### config.mk
export PLATFORM = sky130hd
export DESIGN_NAME = iso_receive_context_match
export DESIGN_NICKNAME = d
export VERILOG_FILES = /design/src/iso_rx_match_pkg.sv /design/src/iso_receive_context_match.sv
export SDC_FILE = /design/constraint.sdc
export NUM_CORES = 1
export LEC_CHECK = 0
export BUFFER_PORTS_ARGS = -buffer_cell sky130_fd_sc_hd__buf_4
export CAP_MARGIN = 5
export CORE_UTILIZATION = 57
export DETAILED_ROUTE_END_ITERATION = 12
export PLACE_DENSITY = 0.81
export SLEW_MARGIN = 20
export SYNTH_ARGS = -nofsm -noshare
export SYNTH_HDL_FRONTEND = slang
export SYNTH_SLANG_ARGS = --single-unit
### constraint.sdc
create_clock -name CORE_CLK -period 5.7 [get_ports CORE_CLK]
set_input_delay 1.425 -clock CORE_CLK [delete_from_list [all_inputs] [get_ports CORE_CLK]]
set_output_delay 1.425 -clock CORE_CLK [all_outputs]
set_load 0.02 [all_outputs]
### src/iso_rx_match_pkg.sv
package iso_rx_match_pkg;

    // --------------------
    // Register window layout
    // --------------------
    localparam logic [15:0] WINDOW_TOP_MASK = 16'hF000;       // Bits above the 4K window
    localparam logic [15:0] VENDOR_HALF_BIT = 16'h0800;       // Upper 2K of the 4K window
    localparam logic [15:0] ISO_DMA_PCI_CONTROL_OFS = 16'h0800;
    localparam logic [15:0] ASYNC_DMA_PCI_CONTROL_OFS = 16'h0808;
    localparam logic [15:0] LINK_CORE_OPTIONS_OFS = 16'h0840;
    localparam logic [15:0] ISO_RX_CONTEXT_FILTER_OFS = 16'h410C; // Context 0 filter
    localparam logic [15:0] CONTEXT_STRIDE = 16'h0020;        // 32 bytes per context
    localparam int unsigned NUM_CONTEXTS = 8;                 // Contexts 0 to 7

    // --------------------
    // Filter register field positions
    // --------------------
    localparam int unsigned ACCEPT_TAG_THREE_POS = 31;
    localparam int unsigned ACCEPT_TAG_ZERO_POS = 28;
    localparam int unsigned RSVD_HIGH_POS = 27;               // Reads zero
    localparam int unsigned START_CYCLE_HI_POS = 26;
    localparam int unsigned START_CYCLE_LO_POS = 12;
    localparam int unsigned SYNC_HI_POS = 11;
    localparam int unsigned SYNC_LO_POS = 8;
    localparam int unsigned RSVD_LOW_POS = 7;                 // Reads zero
    localparam int unsigned TAG_ONE_GATE_POS = 6;
    localparam int unsigned CHANNEL_HI_POS = 5;

    // --------------------
    // Cycle timer fields compared against the start cycle
    // --------------------
    localparam int unsigned TIMER_MATCH_HI_POS = 26;          // Low two seconds bits at 26:25
    localparam int unsigned TIMER_MATCH_LO_POS = 12;          // Cycle index at 24:12

    // --------------------
    // Reset values
    // --------------------
    localparam logic [31:0] ISO_DMA_PCI_CONTROL_RST = 32'h0000_7373;
    localparam logic [31:0] ASYNC_DMA_PCI_CONTROL_RST = 32'h0010_7373;
    localparam logic [31:0] LINK_CORE_OPTIONS_RST = 32'h0000_0000;
    localparam logic [29:0] FILTER_RST = 30'h0000_0000;
    localparam logic [31:0] READ_ZERO = 32'h0000_0000;

    // --------------------
    // Serial EEPROM load selectors
    // --------------------
    localparam logic [1:0] EE_SEL_ISO = 2'h0;
    localparam logic [1:0] EE_SEL_ASYNC = 2'h1;
    localparam logic [1:0] EE_SEL_LINK = 2'h2;

    // --------------------
    // Types
    // --------------------
    // Stored filter fields, reserved bits left out
    typedef struct packed {
        logic [3:0] accept_tag;          // Three, two, one, zero
        logic [14:0] start_cycle_value;  // Seconds low two bits, then cycle index
        logic [3:0] sync_value;
        logic tag_one_sync_gate;
        logic [5:0] rx_channel_select;
    } filter_t;

    // Header fields of one received isochronous packet
    typedef struct packed {
        logic [1:0] tag;
        logic [3:0] sync;
        logic [5:0] channel;
    } iso_pkt_t;

    // Per-context reception state
    typedef enum logic [1:0] {
        CTX_IDLE = 2'b00,
        CTX_WAIT_CYCLE = 2'b01,
        CTX_RUNNING = 2'b10
    } ctx_state_t;

endpackage

### src/iso_receive_context_match.sv
// Contract
// Four tag enables select tags 11,10,01,00
// Bits 27 and 7 read zero
// Fifteen-bit start cycle value in 26:12
// Start-on-cycle waits for timer match
// Sync compared when descriptor waits on sync
// Tag 01 gated needs sync top bits 00
// Other tags filtered by enables alone
// Gate lock forces gate bit, read-only
// Six-bit channel select in 5:0
// Vendor registers in upper 2K window
// Vendor registers at 800, 808, 840
// Vendor registers loaded from EEPROM
// Software leaves vendor registers alone while linked
// Eight contexts at 32-byte stride
// Start-on-cycle enable clears on activation
// Multi-channel uses masks, ignores channel field
// Accept only when all conditions hold
module iso_receive_context_match #(
    parameter int unsigned CONTEXTS = iso_rx_match_pkg::NUM_CONTEXTS
) (
    input wire logic CORE_CLK,
    input wire logic RESET,
    input wire logic REG_WR,
    input wire logic REG_RD,
    input wire logic [15:0] REG_ADDR,
    input wire logic [31:0] REG_WDATA,
    output logic [31:0] REG_RDATA,
    output logic REG_ACK,
    input wire logic EE_LOAD_VALID,
    input wire logic [1:0] EE_LOAD_SEL,
    input wire logic [31:0] EE_LOAD_DATA,
    input wire logic TAG_ONE_GATE_LOCK,
    input wire logic [31:0] CYCLE_TIMER,
    input wire logic [CONTEXTS-1:0] CTX_RUN,
    input wire logic [CONTEXTS-1:0] START_ON_CYCLE_ARM,
    input wire logic [CONTEXTS-1:0] MULTI_CHANNEL_RECEIVE,
    input wire logic [CONTEXTS-1:0] WAIT_ON_SYNC,
    input wire logic [63:0] CHANNEL_MASK,
    input wire logic PKT_VALID,
    input wire iso_rx_match_pkg::iso_pkt_t PKT_HEADER,
    output logic [CONTEXTS-1:0] PKT_ACCEPT,
    output logic [CONTEXTS-1:0] CTX_ACTIVE,
    output logic [CONTEXTS-1:0] START_ON_CYCLE_ENABLE,
    output logic [31:0] ISO_DMA_PCI_CONTROL,
    output logic [31:0] ASYNC_DMA_PCI_CONTROL,
    output logic [31:0] LINK_CORE_OPTIONS
);

    // --------------------
    // Helper functions
    // --------------------

    // Pack stored fields into the 32-bit read image
    function automatic logic [31:0] filter_image(input iso_rx_match_pkg::filter_t f);
        logic [31:0] img;
        img = iso_rx_match_pkg::READ_ZERO;
        img[iso_rx_match_pkg::ACCEPT_TAG_THREE_POS -: 4] = f.accept_tag;
        img[iso_rx_match_pkg::RSVD_HIGH_POS] = 1'b0;
        img[iso_rx_match_pkg::START_CYCLE_HI_POS:iso_rx_match_pkg::START_CYCLE_LO_POS] =
            f.start_cycle_value;
        img[iso_rx_match_pkg::SYNC_HI_POS:iso_rx_match_pkg::SYNC_LO_POS] = f.sync_value;
        img[iso_rx_match_pkg::RSVD_LOW_POS] = 1'b0;
        img[iso_rx_match_pkg::TAG_ONE_GATE_POS] = f.tag_one_sync_gate;
        img[iso_rx_match_pkg::CHANNEL_HI_POS:0] = f.rx_channel_select;
        return img;
    endfunction

    // Decode a context filter address; hit flag in the top bit
    function automatic logic [3:0] filter_decode(input logic [15:0] addr);
        logic [15:0] rel;
        logic [3:0] res;
        rel = addr - iso_rx_match_pkg::ISO_RX_CONTEXT_FILTER_OFS;
        res = 4'h0;
        // Stride of 32 bytes: low five bits zero, index in 7:5
        if ((addr >= iso_rx_match_pkg::ISO_RX_CONTEXT_FILTER_OFS) && (rel[4:0] == 5'h00) &&
            (rel[15:8] == 8'h00) && (32'(rel[7:5]) < CONTEXTS)) begin
            res = {1'b1, rel[7:5]};
        end
        return res;
    endfunction

    // Vendor decode: inside the 4K window and in its upper half
    function automatic logic vendor_hit(input logic [15:0] addr, input logic [15:0] ofs);
        return ((addr & iso_rx_match_pkg::WINDOW_TOP_MASK) == 16'h0000) &&
               ((addr & iso_rx_match_pkg::VENDOR_HALF_BIT) != 16'h0000) && (addr == ofs);
    endfunction

    // --------------------
    // Storage
    // --------------------
    iso_rx_match_pkg::filter_t filter_r [CONTEXTS]; // Per-context filter fields
    iso_rx_match_pkg::ctx_state_t state_r [CONTEXTS]; // Reception state
    logic [CONTEXTS-1:0] sotc_en_r; // Start-on-cycle enable
    logic [CONTEXTS-1:0] active_r; // Mirrors running state
    logic [CONTEXTS-1:0] accept_r; // Per-packet acceptance strobe
    logic [CONTEXTS-1:0] accept_nxt; // Acceptance before the strobe register
    logic [31:0] iso_ctl_r;
    logic [31:0] async_ctl_r;
    logic [31:0] link_opt_r;
    logic [31:0] rdata_r;
    logic [31:0] rdata_nxt;
    logic ack_r;
    logic [3:0] filt_sel; // Decoded context of the current access
    logic [14:0] timer_now; // Seconds low bits and cycle index
    logic [CONTEXTS-1:0] cycle_hit; // Timer equals start cycle value

    assign filt_sel = filter_decode(REG_ADDR);
    assign timer_now = CYCLE_TIMER[iso_rx_match_pkg::TIMER_MATCH_HI_POS:iso_rx_match_pkg::TIMER_MATCH_LO_POS];

    // --------------------
    // Filter registers
    // --------------------

    // Software writes; lock keeps the gate bit at one
    always_ff @(posedge CORE_CLK) begin
        for (int i = 0; i < CONTEXTS; i++) begin
            if (RESET) begin
                filter_r[i] <= iso_rx_match_pkg::FILTER_RST;
            end else begin
                if (REG_WR && filt_sel[3] && (32'(filt_sel[2:0]) == i)) begin
                    filter_r[i].accept_tag <= REG_WDATA[iso_rx_match_pkg::ACCEPT_TAG_THREE_POS -: 4];
                    filter_r[i].start_cycle_value <=
                        REG_WDATA[iso_rx_match_pkg::START_CYCLE_HI_POS:iso_rx_match_pkg::START_CYCLE_LO_POS];
                    filter_r[i].sync_value <= REG_WDATA[iso_rx_match_pkg::SYNC_HI_POS:iso_rx_match_pkg::SYNC_LO_POS];
                    filter_r[i].rx_channel_select <= REG_WDATA[iso_rx_match_pkg::CHANNEL_HI_POS:0];
                    filter_r[i].tag_one_sync_gate <= REG_WDATA[iso_rx_match_pkg::TAG_ONE_GATE_POS];
                end
                // Lock overrides any write to the gate bit
                if (TAG_ONE_GATE_LOCK) begin
                    filter_r[i].tag_one_sync_gate <= 1'b1;
                end
            end
        end
    end

    // --------------------
    // Vendor registers
    // --------------------

    // Loader wins a clash; keeping writes off a live link is software's job
    always_ff @(posedge CORE_CLK) begin
        if (RESET) begin
            iso_ctl_r <= iso_rx_match_pkg::ISO_DMA_PCI_CONTROL_RST;
            async_ctl_r <= iso_rx_match_pkg::ASYNC_DMA_PCI_CONTROL_RST;
            link_opt_r <= iso_rx_match_pkg::LINK_CORE_OPTIONS_RST;
        end else if (EE_LOAD_VALID) begin
            case (EE_LOAD_SEL)
                iso_rx_match_pkg::EE_SEL_ISO: begin
                    iso_ctl_r <= EE_LOAD_DATA;
                end
                iso_rx_match_pkg::EE_SEL_ASYNC: begin
                    async_ctl_r <= EE_LOAD_DATA;
                end
                iso_rx_match_pkg::EE_SEL_LINK: begin
                    link_opt_r <= EE_LOAD_DATA;
                end
                default: begin
                    // Unused selector, nothing loaded
                end
            endcase
        end else if (REG_WR) begin
            // Exact offsets within the upper half
            if (vendor_hit(REG_ADDR, iso_rx_match_pkg::ISO_DMA_PCI_CONTROL_OFS)) begin
                iso_ctl_r <= REG_WDATA;
            end
            if (vendor_hit(REG_ADDR, iso_rx_match_pkg::ASYNC_DMA_PCI_CONTROL_OFS)) begin
                async_ctl_r <= REG_WDATA;
            end
            if (vendor_hit(REG_ADDR, iso_rx_match_pkg::LINK_CORE_OPTIONS_OFS)) begin
                link_opt_r <= REG_WDATA;
            end
        end
    end

    // --------------------
    // Read path
    // --------------------

    // Read mux; unmapped addresses return zero
    always_comb begin
        rdata_nxt = iso_rx_match_pkg::READ_ZERO;
        if (filt_sel[3]) begin
            rdata_nxt = filter_image(filter_r[filt_sel[2:0]]);
        end else if (vendor_hit(REG_ADDR, iso_rx_match_pkg::ISO_DMA_PCI_CONTROL_OFS)) begin
            rdata_nxt = iso_ctl_r;
        end else if (vendor_hit(REG_ADDR, iso_rx_match_pkg::ASYNC_DMA_PCI_CONTROL_OFS)) begin
            rdata_nxt = async_ctl_r;
        end else if (vendor_hit(REG_ADDR, iso_rx_match_pkg::LINK_CORE_OPTIONS_OFS)) begin
            rdata_nxt = link_opt_r;
        end
    end

    // Registered answer one cycle after each access
    always_ff @(posedge CORE_CLK) begin
        if (RESET) begin
            rdata_r <= iso_rx_match_pkg::READ_ZERO;
            ack_r <= 1'b0;
        end else begin
            ack_r <= REG_WR | REG_RD;
            // Data holds its last value between reads
            if (REG_RD) begin
                rdata_r <= rdata_nxt;
            end
        end
    end

    // --------------------
    // Start-on-cycle and context state
    // --------------------

    // Compare the timer slice with each start cycle value
    always_comb begin
        for (int i = 0; i < CONTEXTS; i++) begin
            cycle_hit[i] = (timer_now == filter_r[i].start_cycle_value);
        end
    end

    // Enable bit: arm sets it, activation clears it; arm wins a clash
    always_ff @(posedge CORE_CLK) begin
        for (int i = 0; i < CONTEXTS; i++) begin
            if (RESET) begin
                sotc_en_r[i] <= 1'b0;
            end else if (START_ON_CYCLE_ARM[i]) begin
                sotc_en_r[i] <= 1'b1;
            end else if (state_r[i] == iso_rx_match_pkg::CTX_WAIT_CYCLE && CTX_RUN[i] && cycle_hit[i]) begin
                sotc_en_r[i] <= 1'b0;
            end
        end
    end

    // Context state machine; dropping run always returns to idle
    always_ff @(posedge CORE_CLK) begin
        for (int i = 0; i < CONTEXTS; i++) begin
            if (RESET) begin
                state_r[i] <= iso_rx_match_pkg::CTX_IDLE;
                active_r[i] <= 1'b0;
            end else if (!CTX_RUN[i]) begin
                state_r[i] <= iso_rx_match_pkg::CTX_IDLE;
                active_r[i] <= 1'b0;
            end else begin
                case (state_r[i])
                    iso_rx_match_pkg::CTX_IDLE: begin
                        // Hold for the timer when start-on-cycle is enabled
                        if (sotc_en_r[i]) begin
                            state_r[i] <= iso_rx_match_pkg::CTX_WAIT_CYCLE;
                        end else begin
                            state_r[i] <= iso_rx_match_pkg::CTX_RUNNING;
                            active_r[i] <= 1'b1;
                        end
                    end
                    iso_rx_match_pkg::CTX_WAIT_CYCLE: begin
                        if (cycle_hit[i]) begin
                            state_r[i] <= iso_rx_match_pkg::CTX_RUNNING;
                            active_r[i] <= 1'b1;
                        end
                    end
                    iso_rx_match_pkg::CTX_RUNNING: begin
                        active_r[i] <= 1'b1;
                    end
                    default: begin
                        state_r[i] <= iso_rx_match_pkg::CTX_IDLE;
                        active_r[i] <= 1'b0;
                    end
                endcase
            end
        end
    end

    // --------------------
    // Packet acceptance
    // --------------------

    // All conditions at once; several contexts may take one packet,
    // arbitration is left to the DMA side
    always_comb begin
        for (int i = 0; i < CONTEXTS; i++) begin
            accept_nxt[i] = PKT_VALID && active_r[i] &&
                // Enable bit indexed by tag value
                filter_r[i].accept_tag[PKT_HEADER.tag] &&
                // Channel from the mask in multi-channel mode
                (MULTI_CHANNEL_RECEIVE[i] ? CHANNEL_MASK[PKT_HEADER.channel] :
                 (PKT_HEADER.channel == filter_r[i].rx_channel_select)) &&
                // Gate applies to tag 01 only
                (!(filter_r[i].tag_one_sync_gate && (PKT_HEADER.tag == 2'h1)) ||
                 (PKT_HEADER.sync[3:2] == 2'h0)) &&
                // Sync compare only when the descriptor waits on sync
                (!WAIT_ON_SYNC[i] || (PKT_HEADER.sync == filter_r[i].sync_value));
        end
    end

    // One-cycle strobe per context for each accepted packet
    always_ff @(posedge CORE_CLK) begin
        if (RESET) begin
            accept_r <= '0;
        end else begin
            accept_r <= accept_nxt;
        end
    end

    // --------------------
    // Outputs, all from flip-flops
    // --------------------
    assign REG_RDATA = rdata_r;
    assign REG_ACK = ack_r;
    assign PKT_ACCEPT = accept_r;
    assign CTX_ACTIVE = active_r;
    assign START_ON_CYCLE_ENABLE = sotc_en_r;
    assign ISO_DMA_PCI_CONTROL = iso_ctl_r;
    assign ASYNC_DMA_PCI_CONTROL = async_ctl_r;
    assign LINK_CORE_OPTIONS = link_opt_r;

endmodule // iso_receive_context_match

==> flow_metrics.tcl, run 1 <==
set metrics [dict create \
    synth_top_area_share_pct 35.9 \
    grt_pass1_wl_um 109000 \
    netlist_top_cells_area "edfxtp_1 (36%), dfxtp_1 (14%), and2_1 (6.9%)" \
    rsz0062_at_grt "false" \
    fill_cells 2606 \
    syn_area_um2 21400 \
    ios 382 \
    vias 18100 \
    layout_common_cells "buf_4 (412), edfxtp_1 (256), and2_1 (236)" \
    grt_overflow 0 \
    hold_viol 0 \
    layout.cells.non_filler 2807 \
    drc_errors 0 \
    slew_headroom_pct 14.0 \
    die_area_um2 38300 \
    cp_common_cell "buf_4" \
    fin_crit_sh_pct 77.1 \
    antenna_found_initial 6 \
    numCtsBuffers 42 \
    synth-simple-area-share_pct 17.4 \
    max_freq_mhz 227 \
    synthDistinctLibCells 57 \
    drt_first_pass_iters 5 \
    syn_to_final_growth_pct 21.6 \
    die_x_um 196 \
    ctsHoldBuffers 0 \
    gp_congestion 0.972 \
    grt_max_degree 79 \
    grt_pass1_vias 17900 \
    drive_gt1_share_pct 22.7 \
    critPathLaunchType "primary input" \
    final_common_cell "buf_4" \
    initial_core_util_pct 58.2 \
    synth_adder_area_share_pct 0 \
    rr_startpoint "filter_r[0][16]" \
    avgRoutedWirePerCell_um 26.6 \
    core-area_um2 36800 \
    final_core_util_pct 70.8 \
    post_drt_via_cell_ratio 6.46 \
    synth_cells 1993 \
    nets 2530 \
    wirelength_um 74600 \
    clock_skew_ns 0.0220 \
    root_buffer "clkbuf_16" \
    post_cts_buffers 0 \
    hold_path.class "reg2reg" \
    criticalPathCategory "in2reg" \
    synth-edff-count 256 \
    die_h_um 196 \
    period_minus_slack_ns 4.40 \
    drt_iter0_drc 2024 \
    postSynth.asyncResetShare_pct 0 \
    setup_slack_ns 1.30 \
    crit_required_ns 5.96 \
    synth_compound_area_share_pct 14.8 \
    yosys_most_used_dff "edfxtp_1" \
    ys_seq_elements 409 \
    grt_use_total_pct 38.2 \
    synth_xor_area_share_pct 8.63 \
    synth_top_family_by_area "simple AND/OR/NAND/NOR gates" \
    place_ws_ns 0.822 \
    rows 70 \
    clk_pin_slew_ns 0.06 \
    placement.io_buffers 364 \
    final-setup-viol-count 0 \
    dp_hpwl_um 52200 \
    vdd_drop_max_uv 227 \
    leakage_uw 0.00992 \
    multiInputGateArea_um2 10100 \
    final_antenna_net_count 0 \
    postSynthAreaPerCell_um2 10.7 \
    max-cap-violations 0 \
    synth_top_area_cell "edfxtp_1" \
    ys_seq_area_share_pct 50.2 \
    min-delay-start "CTX_ACTIVE[4]" \
    ys_warn_count 0 \
    outcome "complete, no violations" \
    synth.area.mux_share_pct 5.76 \
    cts.htree.levels 2 \
    critical-path-max-stage-delay_ns 0.52 \
    crit_start "REG_ADDR[3]" \
    synth_nets 2222 \
    seq_area_um2 10800 \
    clk_path_buf_depth 3 \
    tns_ns 0 \
    end_kind "flip-flop" \
    cpMaxStageDelayCell "nor4bb_1" \
    cts.sinks 409 \
    cts_tree "yes" \
    crit_chain "buf_4 -> nor4bb_1 -> nand4_1 -> a211oi_2 -> and3_1 -> buf_4 -> nand2_1 -> nand2b_1 -> buf_12" \
    place_inst 2725 \
    worst_pin_slew_ns 1.28 \
    maxSlewViolCount 0 \
    power_density_nw_per_um2 277 \
    post_cts_resized 0 \
    cp.arrival_ns 4.66 \
    insertion_delay_ns 0.57 \
    critPathMaxFanout 41 \
]
-- worst paths after layout --
check	to	slack [ns]	cells after the start
worst max register to register	state_r[0][1]	3.03	5
worst min register to register	CTX_ACTIVE[4]	0.50	2
worst max-delay path	filter_r[5][17]	1.30	9
worst min-delay path	CTX_ACTIVE[4]	0.50	2
-- layout make-up --
type | instances | area share [%]
Inverter | 9 | 0.130
Timing Repair Buffer | 415 | 12.1
Sequential cell | 409 | 41.3
Antenna cell | 4 | 0.0384
Multi-Input combinational cell | 1424 | 38.7
Clock buffer | 56 | 4.47
Clock inverter | 22 | 0.971
Tap cell | 468 | 2.25
-- worst max-delay path, delay by kind of cell --
kind | cells | cell delay, ns
AO/OA/AOI/OAI | 1 | 0.51
buffers and inverters | 3 | 0.99
AND/OR/NAND/NOR | 5 | 1.68
-- routing by layer --
metal / up-vias / wire length, µm / track usage, %
li1: 7899 / - / -
met1: 8671 / 26100 / 46.6
met2: 1306 / 35100 / 62.2
met3: 266 / 8570 / 7.56
met4: 2 / 4880 / 24.6
met5: - / 12 / 0
-- synthesized netlist by cell type (5+ instances only) --
cell / n
mux4_2: 23
clkbuf_1: 94
nor3_1: 34
xnor2_1: 150
a22oi_1: 89
a22o_1: 32
nor2_1: 99
xor2_1: 61
mux2i_1: 68
edfxtp_1: 256
buf_2: 17
a21oi_1: 88
nand3_1: 20
o211ai_1: 34
clkbuf_2: 24
and2_1: 236
a221oi_1: 8
o21ai_0: 62
a21o_1: 9
o2111ai_1: 8
inv_1: 9
nand2b_1: 112
a211oi_1: 78
nor4_1: 12
a211o_1: 29
dfxtp_1: 153
nand2_1: 79
o41ai_1: 7
nand4b_1: 7
nand4_1: 32
buf_1: 12
nor2b_1: 5
-- where the power goes --
group          leakage, µW  switching [µW]  internal, µW
Combinational      0.00551             525           395
Clock             0.000685            1200          1670
Sequential         0.00372             127          3290
-- state kept, by name, indices dropped and copies added, names as in the netlist --
name                   cells
REG_RDATA                 32
ASYNC_DMA_PCI_CONTROL     32
PKT_ACCEPT                 8
START_ON_CYCLE_ENABLE      8
LINK_CORE_OPTIONS         32
REG_ACK                    1
filter_r                 240
ISO_DMA_PCI_CONTROL       32
CTX_ACTIVE                 8
state_r                   16
-- through the flow --
| stage | total power, µW | hold WS [ns] | instance area (µm²) |
|---|---|---|---|
| 2_1_floorplan | 3950 | 0.512 | 21400 |
| 3_3_place_gp | 4340 | 0.487 | 24600 |
| 3_5_place_dp | 4370 | 0.491 | 24600 |
| 4_1_cts | 7180 | 0.499 | 26000 |
| 5_1_grt | 7370 | 0.516 | 26000 |
| 6_report | 7210 | 0.498 | 26000 |
-- cell families after synthesis --
kind of cell           Yosys count
buffers and inverters          160
flip-flops                     409
multiplexers                    94
AO/OA/AOI/OAI                  456
AND/OR/NAND/NOR                663
XOR/XNOR                       211
Note: power is estimated with default switching activity, not from simulation.
==> run 2, diff against run 1 <==
- clock period: 5.7 -> 4.25 ns (I/O delays scaled with it)
==> flow_metrics.tcl, run 2 (synthesis results as in run 1) <==
set metrics [dict create \
    outcome "complete, no violations" \
    antenna_found_initial 4 \
    clock_skew_ns 0.0142 \
    final_common_cell "buf_4" \
    rr_endpoint "START_ON_CYCLE_ENABLE[4]" \
    p_int_uw 7300 \
    critPathLaunchType "primary input" \
    critical_path.endpoint "REG_RDATA[1]" \
    power_density_nw_per_um2 369 \
    fin_crit_sh_pct 83.7 \
    final-setup-viol-count 0 \
    slew_headroom_pct 42.9 \
    grt_use_total_pct 37.9 \
    clk_pin_slew_ns 0.06 \
    rr_startpoint "filter_r[4][18]" \
    place_ws_ns 0.163 \
    post_drt_via_cell_ratio 6.33 \
    wirelength_um 73400 \
    rows 70 \
    clk_path_buf_depth 3 \
    layout_common_cells "buf_4 (421), edfxtp_1 (256), and2_1 (236)" \
    criticalPathCategory "in2reg" \
    cp.arrival_ns 4.03 \
    ios 382 \
    period_minus_slack_ns 3.56 \
    cts_tree "yes" \
    power_switching_uw 2480 \
    drt_iter0_drc 1671 \
    r2r_setup_slack_ns 1.81 \
    holdWs_ns 0.514 \
    ff2ff_path_depth 6 \
    max-cap-violations 0 \
    core-area_um2 36800 \
    top_register "filter_r" \
    nets 2558 \
    critPathMaxFanout 13 \
    post_cts_resized 0 \
    dp_hpwl_um 51700 \
    drt_first_pass_iters 5 \
    power_uw 9780 \
    place_inst 2751 \
    numCtsBuffers 44 \
    hold_path.class "reg2reg" \
    root_buffer "clkbuf_16" \
    maxSlewViolCount 0 \
    layout.cells.non_filler 2834 \
    ctsHoldBuffers 0 \
    grt_overflow 0 \
    leakage_uw 0.0102 \
    cts.sinks 409 \
    grt_pass1_vias 17700 \
    placement.io_buffers 364 \
    crit_required_ns 4.72 \
    max_freq_mhz 281 \
    die_area_um2 38300 \
    die_x_um 196 \
    vdd_drop_max_uv 338 \
    cts.htree.levels 2 \
    drive_gt1_share_pct 23.9 \
    pwr-share-comb_pct 12.7 \
    largest_reg_flops 240 \
    p_seq_share_pct 46.9 \
    die_h_um 196 \
    insertion_delay_ns 0.58 \
    avgRoutedWirePerCell_um 25.9 \
    vias 18000 \
    rsz0062_at_grt "false" \
    end_kind "flip-flop" \
    grt_pass1_wl_um 108000 \
    final_antenna_net_count 0 \
    grt_max_degree 109 \
    worst_pin_slew_ns 0.851 \
    initial_core_util_pct 58.2 \
    syn_to_final_growth_pct 23.8 \
    hold_viol 0 \
    gp_congestion 0.947 \
    setup_slack_ns 0.695 \
    drc_errors 0 \
    post_cts_buffers 0 \
    crit_start "REG_ADDR[6]" \
    clkPwrFrac_pct 40.5 \
    swShare_pct 25.4 \
    tns_ns 0 \
]
## run 2: changes by cell type in the layout (fill, tap and decap cells not counted), moves of 3 or more
cell	previous run	this run
clkbuf_16	43	46
clkinv_1	9	3
buf_4	412	421
clkbuf_4	0	3
buf_12	3	20
## run 2: final cells by class
class | instances | area, µm²
antenna | 2 | 5.00
clock buffer | 65 | 1280
clock inverter | 16 | 194
fill | 2551 | 10300
inverter | 9 | 33.8
multi-input combinational | 1424 | 10100
sequential | 409 | 10800
tap | 468 | 586
timing repair buffer | 441 | 3560
## run 2: stage by stage
| step | util, % | instance area (µm²) |
|---|---|---|
| after global routing | 72.0 | 26500 |
| after floorplan | - | 21400 |
| after global placement | 68.0 | 25000 |
| final | 72.0 | 26500 |
| after CTS | 72.0 | 26500 |
| after detailed placement | 68.0 | 25000 |
## run 2: how the worst min path moves through the flow
stage,startpoint,to,slack [ns],cells after the start
4_1_cts,ASYNC_DMA_PCI_CONTROL[11],ASYNC_DMA_PCI_CONTROL[11],0.51,2
3_3_place_gp,REG_RDATA[27],REG_RDATA[27],0.48,2
5_1_grt,CTX_ACTIVE[0],CTX_ACTIVE[0],0.53,2
3_5_place_dp,REG_RDATA[27],REG_RDATA[27],0.50,2
2_1_floorplan,state_r[1][0],CTX_ACTIVE[4],0.51,1
6_report,ASYNC_DMA_PCI_CONTROL[11],ASYNC_DMA_PCI_CONTROL[11],0.51,2
## run 2: critical path, cell delays in order
cell and delay (ns):
buf_4 0.15, or4_4 0.55, or4_4 0.52, a2111oi_2 0.54, nand2_2 0.12, buf_4 0.24, a22oi_1 0.23, o21ai_0 0.25
a211o_1 0.34
## run 2: power by group through the flow
| stage | clock, µW | sequential, µW | combinational, µW |
|---|---|---|---|
| 3_5_place_dp | 0 | 4660 | 1220 |
| 6_report | 3960 | 4580 | 1240 |
| 5_1_grt | 4110 | 4600 | 1310 |
| 4_1_cts | 3970 | 4580 | 1230 |
| 2_1_floorplan | 0 | 4690 | 617 |
| 3_3_place_gp | 0 | 4640 | 1190 |
## run 2: per-layer routing
| metal | GRT usage (%) | vias to the layer above | part of all wire [%] |
|---|---|---|---|
| li1 | - | 7969 | - |
| met1 | 44.2 | 8546 | 35 |
| met2 | 62.8 | 1178 | 48 |
| met3 | 8.58 | 255 | 11 |
| met4 | 25.1 | 4 | 6.8 |
| met5 | 0 | - | 0.038 |
